$ cat src/design/pfs_defines.vh
// constants for the program flash erase/write sequencer
// assumes a single system clock domain at 125 MHz
`ifndef PFS_DEFINES_VH
`define PFS_DEFINES_VH
// --------------------------------------------------------------
// control register fields
// --------------------------------------------------------------
`define PFS_OP_LSB        0
`define PFS_OP_MSB        3
`define PFS_ERASE_BIT     6
`define PFS_FLASH_WRITE_ENABLE_BIT_BIT      14
`define PFS_START_BIT     15
`define PFS_CTRL_RST      16'h0000
`define PFS_OP_ROW_PROG   4'h1
`define PFS_OP_PAGE_ERASE 4'h2
// --------------------------------------------------------------
// unlock keys
// --------------------------------------------------------------
`define PFS_KEY1          8'h55
`define PFS_KEY2          8'haa
// --------------------------------------------------------------
// array geometry and timing
// --------------------------------------------------------------
`define PFS_ROW_WORDS     64
`define PFS_PAGE_ROWS     8
`define PFS_ROW_BITS      6
`define PFS_PAGE_BITS     9
`define PFS_CLK_MHZ       125
`define PFS_ERASE_US      20
`define PFS_PROG_US       2
`define PFS_ERASE_CYC     (`PFS_ERASE_US * `PFS_CLK_MHZ)
`define PFS_PROG_CYC      (`PFS_PROG_US * `PFS_CLK_MHZ)
`endif

$ cat src/design/pfs_sequencer.v
// flash erase / row program sequencer with key unlock and cpu stall
// assumes all inputs come from logic on clk_sys_i; flash array is outside
`include "pfs_defines.vh"

module pfs_sequencer #(
  parameter ERASE_CYC = `PFS_ERASE_CYC,
  parameter PROG_CYC  = `PFS_PROG_CYC,
  parameter AW        = 24,
  parameter DW        = 24
) (
  // clock and reset
  input  wire          clk_sys_i,
  input  wire          nrst_i,
  // register writes
  input  wire          ctrl_wr_i,
  input  wire [15:0]   ctrl_wdata_i,
  input  wire          key_wr_i,
  input  wire [7:0]    key_wdata_i,
  input  wire          page_wr_i,
  input  wire [7:0]    page_wdata_i,
  // table write low word
  input  wire          tbl_wr_i,
  input  wire [15:0]   tbl_addr_i,
  input  wire [DW-1:0] tbl_data_i,
  // status
  output reg  [15:0]   ctrl_o,
  output reg           cpu_stall_o,
  output reg           unlocked_o,
  // flash array side
  output reg           fl_erase_o,
  output reg           fl_prog_o,
  output reg  [AW-1:0] fl_addr_o,
  output reg  [DW-1:0] fl_data_o
);
  // --------------------------------------------------------------
  // state
  // --------------------------------------------------------------
  localparam ST_IDLE  = 3'b001;
  localparam ST_ERASE = 3'b010;
  localparam ST_PROG  = 3'b100;
  localparam CW       = 20;

  reg [2:0]    state_ff;
  reg [15:0]   ctrl_ff;
  reg [7:0]    page_ff;
  reg          key1_ff;
  reg          unlk_ff;
  reg [AW-1:0] tgt_ff;
  reg [CW-1:0] cnt_ff;
  // one spare bit: the top bit marks the row as fully streamed
  reg [`PFS_ROW_BITS:0]   idx_ff;
  reg [DW-1:0] rowbuf [0:`PFS_ROW_WORDS-1];

  wire [3:0] op_w   = ctrl_ff[`PFS_OP_MSB:`PFS_OP_LSB];
  wire [3:0] nop_w  = ctrl_wdata_i[`PFS_OP_MSB:`PFS_OP_LSB];
  wire start_w = ctrl_wr_i && ctrl_wdata_i[`PFS_START_BIT]
                 && (state_ff == ST_IDLE);
  wire go_w    = start_w && unlk_ff && ctrl_wdata_i[`PFS_FLASH_WRITE_ENABLE_BIT_BIT];
  wire ers_w   = (nop_w == `PFS_OP_PAGE_ERASE)
                 && ctrl_wdata_i[`PFS_ERASE_BIT];
  wire prg_w   = (nop_w == `PFS_OP_ROW_PROG)
                 && !ctrl_wdata_i[`PFS_ERASE_BIT];
  wire any_wr  = ctrl_wr_i | page_wr_i | tbl_wr_i | key_wr_i;
  wire [`PFS_ROW_BITS-1:0] word_w = idx_ff[`PFS_ROW_BITS-1:0];

  // --------------------------------------------------------------
  // helpers
  // --------------------------------------------------------------
  // true on the last cycle of a timed erase or program
  function last_cyc;
    input [CW-1:0] c;
    begin
      last_cyc = (c == {{(CW-1){1'b0}}, 1'b1});
    end
  endfunction

  // --------------------------------------------------------------
  // row buffer, written by table writes while idle
  // --------------------------------------------------------------
  always @(posedge clk_sys_i) begin
    if (tbl_wr_i && state_ff == ST_IDLE) begin
      rowbuf[tbl_addr_i[`PFS_ROW_BITS-1:0]] <= tbl_data_i;
    end
  end

  // --------------------------------------------------------------
  // unlock keys
  // --------------------------------------------------------------
  // 0x55 then 0xaa as back-to-back writes; any other write, a control
  // write included, spends the unlock so each operation needs its own
  always @(posedge clk_sys_i) begin
    if (!nrst_i) begin
      key1_ff    <= 1'b0;
      unlk_ff    <= 1'b0;
      unlocked_o <= 1'b0;
    end else begin
      if (key_wr_i && key_wdata_i == `PFS_KEY1) begin
        key1_ff <= 1'b1;
        unlk_ff <= 1'b0;
      end else if (key_wr_i && key1_ff && key_wdata_i == `PFS_KEY2) begin
        key1_ff <= 1'b0;
        unlk_ff <= 1'b1;
      end else if (any_wr) begin
        key1_ff <= 1'b0;
        unlk_ff <= 1'b0;
      end
      unlocked_o <= unlk_ff;
    end
  end

  // --------------------------------------------------------------
  // page and target capture
  // --------------------------------------------------------------
  // frozen while busy so a stray table write cannot move the target
  always @(posedge clk_sys_i) begin
    if (!nrst_i) begin
      page_ff <= 8'h00;
      tgt_ff  <= {AW{1'b0}};
    end else if (state_ff == ST_IDLE) begin
      if (page_wr_i) begin
        page_ff <= page_wdata_i;
      end
      if (tbl_wr_i) begin
        // low row and word bits are dropped later for erase use
        tgt_ff <= {page_ff, tbl_addr_i};
      end
    end
  end

  // --------------------------------------------------------------
  // control and sequencing
  // --------------------------------------------------------------
  always @(posedge clk_sys_i) begin
    if (!nrst_i) begin
      state_ff    <= ST_IDLE;
      ctrl_ff     <= `PFS_CTRL_RST;
      cnt_ff      <= {CW{1'b0}};
      idx_ff      <= {(`PFS_ROW_BITS+1){1'b0}};
      ctrl_o      <= `PFS_CTRL_RST;
      cpu_stall_o <= 1'b0;
      fl_erase_o  <= 1'b0;
      fl_prog_o   <= 1'b0;
      fl_addr_o   <= {AW{1'b0}};
      fl_data_o   <= {DW{1'b0}};
    end else begin
      fl_erase_o <= 1'b0;
      fl_prog_o  <= 1'b0;
      case (state_ff)
        ST_IDLE: begin
          if (ctrl_wr_i) begin
            // start bit only sticks when accepted
            ctrl_ff <= {go_w & (ers_w | prg_w), ctrl_wdata_i[14:0]};
          end
          if (go_w && ers_w) begin
            state_ff    <= ST_ERASE;
            cpu_stall_o <= 1'b1;
            cnt_ff      <= ERASE_CYC[CW-1:0];
            fl_erase_o  <= 1'b1;
            fl_addr_o   <= tgt_ff & ~{{(AW-`PFS_PAGE_BITS){1'b0}},
                           {`PFS_PAGE_BITS{1'b1}}};
          end else if (go_w && prg_w) begin
            state_ff    <= ST_PROG;
            cpu_stall_o <= 1'b1;
            cnt_ff      <= PROG_CYC[CW-1:0];
            idx_ff      <= {(`PFS_ROW_BITS+1){1'b0}};
          end
        end
        ST_ERASE: begin
          cnt_ff <= cnt_ff - 1'b1;
          if (last_cyc(cnt_ff)) begin
            state_ff               <= ST_IDLE;
            cpu_stall_o            <= 1'b0;
            ctrl_ff[`PFS_START_BIT] <= 1'b0;
          end
        end
        ST_PROG: begin
          // one row: each buffer word pulsed once to the array, then
          // wait; PROG_CYC must leave room for all 64 words
          if (!idx_ff[`PFS_ROW_BITS]) begin
            fl_prog_o <= 1'b1;
            fl_addr_o <= {tgt_ff[AW-1:`PFS_ROW_BITS], word_w};
            fl_data_o <= rowbuf[word_w];
            idx_ff    <= idx_ff + 1'b1;
          end
          cnt_ff <= cnt_ff - 1'b1;
          if (last_cyc(cnt_ff)) begin
            state_ff               <= ST_IDLE;
            cpu_stall_o            <= 1'b0;
            fl_prog_o              <= 1'b0;
            ctrl_ff[`PFS_START_BIT] <= 1'b0;
          end
        end
        default: begin
          state_ff <= ST_IDLE;
        end
      endcase
      ctrl_o <= ctrl_ff;
    end
  end
endmodule // pfs_sequencer

$ cat config.mk
export PLATFORM = sky130hd
export DESIGN_NAME = pfs_sequencer
export DESIGN_NICKNAME = d
export VERILOG_FILES = /design/src/design/pfs_sequencer.v
export VERILOG_INCLUDE_DIRS = /design/src /design/src/design
export SDC_FILE = /design/constraint.sdc
export NUM_CORES = 2
export LEC_CHECK = 0
export BUFFER_PORTS_ARGS = -buffer_cell sky130_fd_sc_hd__buf_2
export CAP_MARGIN = 20
export CORE_ASPECT_RATIO = 0.5
export CORE_MARGIN = 3
export CORE_UTILIZATION = 31
export DETAILED_ROUTE_END_ITERATION = 6
export GPL_ROUTABILITY_DRIVEN = 0
export HOLD_SLACK_MARGIN = 0.08
export PLACE_DENSITY_LB_ADDON = 0.2
export SLEW_MARGIN = 20
export SYNTH_ARGS = -nofsm -noshare
export SYNTH_HDL_FRONTEND = slang
export SYNTH_SLANG_ARGS = --single-unit
$ cat constraint.sdc
create_clock -name clk_sys_i -period 4.3 [get_ports clk_sys_i]
set_input_delay 0.43 -clock clk_sys_i [delete_from_list [all_inputs] [get_ports clk_sys_i]]
set_output_delay 0.43 -clock clk_sys_i [all_outputs]
set_load 0.01 [all_outputs]
==> impl_metrics.py <==
metrics = {
    "placement": {
        "place_inst": 6138,
        "portBuffers": 145,
        "hpwl_um": 122000,
    },
    "sta": {
        "max_slew.worst_pin.slew_ns": 1.19,
        "rsz0062_at_grt": "false",
        "fmax_ghz": 0.270,
        "min_period_ns": 3.70,
        "finalHoldViolations": 0,
        "setup_viol": 0,
        "fin_skew_ns": 0.0689,
        "hold-worst-slack_ns": 0.155,
        "setup_tns_ns": 0,
        "relSlewSlack": 0.205,
        "final_max_slew_viol_count": 0,
        "period_share": 0.861,
    },
    "setup_path": {
        "crit_chain": "buf_12 -> buf_12 -> buf_4 -> mux4_2 -> mux2i_1 -> o22ai_1 -> nor3_1 -> a21oi_1",
        "cp-end-kind": "flip-flop",
        "required_ns": 4.98,
        "cpMaxStageDelayCell": "dfxtp_4",
        "cp_max_fo": 32,
        "critPathMostFrequentCell": "buf_12",
        "arrival_ns": 4.38,
        "max_stage_delay_ns": 0.96,
        "rr_worst_depth": 8,
        "critPathKind": "flip-flop to flip-flop",
        "critPathLaunchType": "flip-flop",
    },
    "global_routing": {
        "grt.overflow.total": 0,
        "grt_pass1_vias": 33900,
        "antenna_found_initial": 18,
        "grt_pass1_wl_um": 273000,
        "gr-usage-all-layers": 0.181,
        "grt_max_degree": 69,
    },
    "outcome": {
        "outcome": "completed",
    },
    "logic_synthesis": {
        "syn-num-nets": 3335,
        "synth.ff_latch_count": 1678,
        "yosys.area.top_type": "edfxtp_1",
        "yosysTopAreaCellShare": 0.718,
        "postSynthAreaPerCell_um2": 19.7,
        "synth_edf_count": 1536,
        "synth_ff_type": "edfxtp_1",
        "synth_cell_types": 69,
        "ys_top_cells_by_area": "edfxtp_1 72%, mux4_2 10%, dfxtp_1 4.4%",
        "synthesis.area_um2": 64200,
        "ys_seq_area_frac": 0.762,
        "ys_top_cells_by_count": "1536 x edfxtp_1, 284 x mux4_2, 172 x nand2_1, 170 x mux2i_1, 142 x dfxtp_1",
        "async_flop_share": 0,
        "syn_inst": 3254,
        "yosys.cell_count.top_type": "edfxtp_1",
        "yosysWarnings": 0,
    },
    "cells_and_area": {
        "finish.utilization": 0.365,
        "final_cell_count_no_fill": 6480,
        "drive_gt1_frac": 0.251,
        "nets": 3693,
        "syn2layout_area_growth_pct": 16.3,
    },
    "routing": {
        "dr_total_vias": 34000,
        "wirelength_um": 196000,
        "drc": 0,
        "first_pass_iters": 5,
        "ant_nets": 0,
        "drt_iter0_drc": 4124,
        "wl_per_cell_um": 30.2,
        "avgViaCountPerCell": 5.25,
    },
    "flow_run": {
        "cap_violations": 0,
    },
    "clock_network": {
        "cts_max_path_buffers": 4,
        "root_buffer": "clkbuf_16",
        "numCtsBuffers": 169,
        "numClockSinks": 1678,
        "cts.reportedPaths.clkPinSlew_ns": 0.07,
        "insertion_delay_ns": 0.81,
        "cts-resized-gates": 0,
        "htreeDepth": 4,
        "cts_tree": "done",
    },
    "power": {
        "power_density_nw_per_um2": 438,
        "peakVddDrop_v": 0.000263,
        "power.leakage_nw": 23.2,
    },
    "floorplan": {
        "fp.dieH_um": 328,
        "core-area_um2": 205000,
        "fp-row-count": 117,
        "start_util": 0.314,
        "io_pins": 146,
        "die_w_um": 650,
        "die_area_um2": 213000,
    },
    "worst_hold_path": {
        "min_path_type": "input pin to flip-flop",
        "hold_path_depth": 2,
    },
}
[final cells by class]
type / count / area (um^2)
Sequential cell: 1678 / 49000
Clock inverter: 67 / 519
Multi-Input combinational cell: 1386 / 14300
Antenna cell: 3 / 7.51
Tap cell: 2737 / 3420
Fill cell: 18900 / 130000
Clock buffer: 232 / 4680
Inverter: 9 / 33.8
Timing Repair Buffer: 368 / 2740
[worst max-delay path: cells and delay by family, from the launching register on]
family	cells	cell delay, ns
buffers and inverters	3	0.80
AOI/OAI and AO/OA	2	0.29
and+or+nand+nor	1	0.59
muxes	2	0.86
DFF	1	0.96
[cell families after synthesis]
logic type | share of synthesized area
xor gates and xnor gates | 0.00191
AOI/OAI and AO/OA | 0.0431
muxes | 0.140
adders and majority gates | 0.000584
buffers and inverters | 0.0189
DFF | 0.762
and+or+nand+nor | 0.0333
[placed cells by master (no fill, tap or decap), drive strengths merged, types with 4 or more instances in the layout]
cell | netlist | final
a31oi | 25 | 25
or3b | 6 | 6
a22oi | 49 | 49
nor3b | 4 | 4
nand3 | 56 | 56
mux2i | 170 | 170
buf | 112 | 329
nor4bb | 4 | 4
nor2b | 10 | 10
a211oi | 17 | 17
edfxtp | 1536 | 1536
or3 | 4 | 4
dfxtp | 142 | 142
o221ai | 21 | 21
dlygate4sd3 | 0 | 39
xnor2 | 4 | 4
o21ai | 65 | 65
o22ai | 47 | 47
nor4 | 8 | 8
nand3b | 8 | 8
a21oi | 112 | 112
clkbuf | 69 | 232
mux4 | 318 | 318
inv | 9 | 18
a211o | 19 | 19
xor2 | 10 | 10
a221o | 10 | 10
a221oi | 21 | 21
nand4 | 6 | 6
nor3 | 11 | 11
and2 | 23 | 23
nand2 | 172 | 172
clkinv | 0 | 50
nor2 | 132 | 132
nand2b | 4 | 4
a22o | 14 | 14
bufinv | 0 | 7
[flip-flops by register name, indices dropped and copies added (netlist names), 3 cells and up]
| register | count |
|---|---|
| rowbuf | 1536 |
| fl_addr_o | 24 |
| fl_data_o | 24 |
| cnt_ff | 20 |
| tgt_ff | 18 |
| ctrl_ff | 16 |
| ctrl_o | 16 |
| page_ff | 8 |
| idx_ff | 7 |
| state_ff | 3 |
[stage by stage]
step	power [mW]	setup WS [ns]	instance area, um^2
2_1_floorplan	18.4	1.28	64200
3_3_place_gp	18.8	0.424	69000
3_5_place_dp	18.8	0.597	69100
4_1_cts	33.0	0.603	74700
5_1_grt	33.7	0.462	74700
6_report	32.7	0.600	74700
[metal layers]
| metal | track usage | part of all wire | up-vias |
|---|---|---|---|
| met5 | 0 | 0.00014 | - |
| met2 | 0.290 | 0.47 | 1234 |
| met1 | 0.258 | 0.44 | 18400 |
| met3 | 0.0331 | 0.069 | 242 |
| met4 | 0.0371 | 0.019 | 4 |
| li1 | - | - | 14100 |
[power breakdown]
group | switching [mW] | internal, mW | leakage (nW)
clock | 6.19 | 8.02 | 2.56
combinational | 0.479 | 0.115 | 5.62
sequential | 0.0217 | 17.9 | 15.0
total | 6.69 | 26.0 | 23.2
[path summary, 6_finish.rpt]
check	to	start	slack, ns
worst max-delay path	fl_data_o[5]$_SDFFE_PN0P_	idx_ff[0]$_SDFFE_PN0P_	0.60
worst max register to register	fl_data_o[5]$_SDFFE_PN0P_	idx_ff[0]$_SDFFE_PN0P_	0.60
worst min register to register	fl_addr_o[23]$_SDFFE_PN0P_	fl_addr_o[23]$_SDFFE_PN0P_	0.45
worst min-delay path	ctrl_o[5]$_SDFF_PN0_	nrst_i	0.16
[what timing repair did]
item,CTS,global route
endpoints found under the setup margin,0,0
hold endpoints to repair,35,0
hold buffers,39,0
setup buffers,0,0
Power figures use the tool's default switching activity.
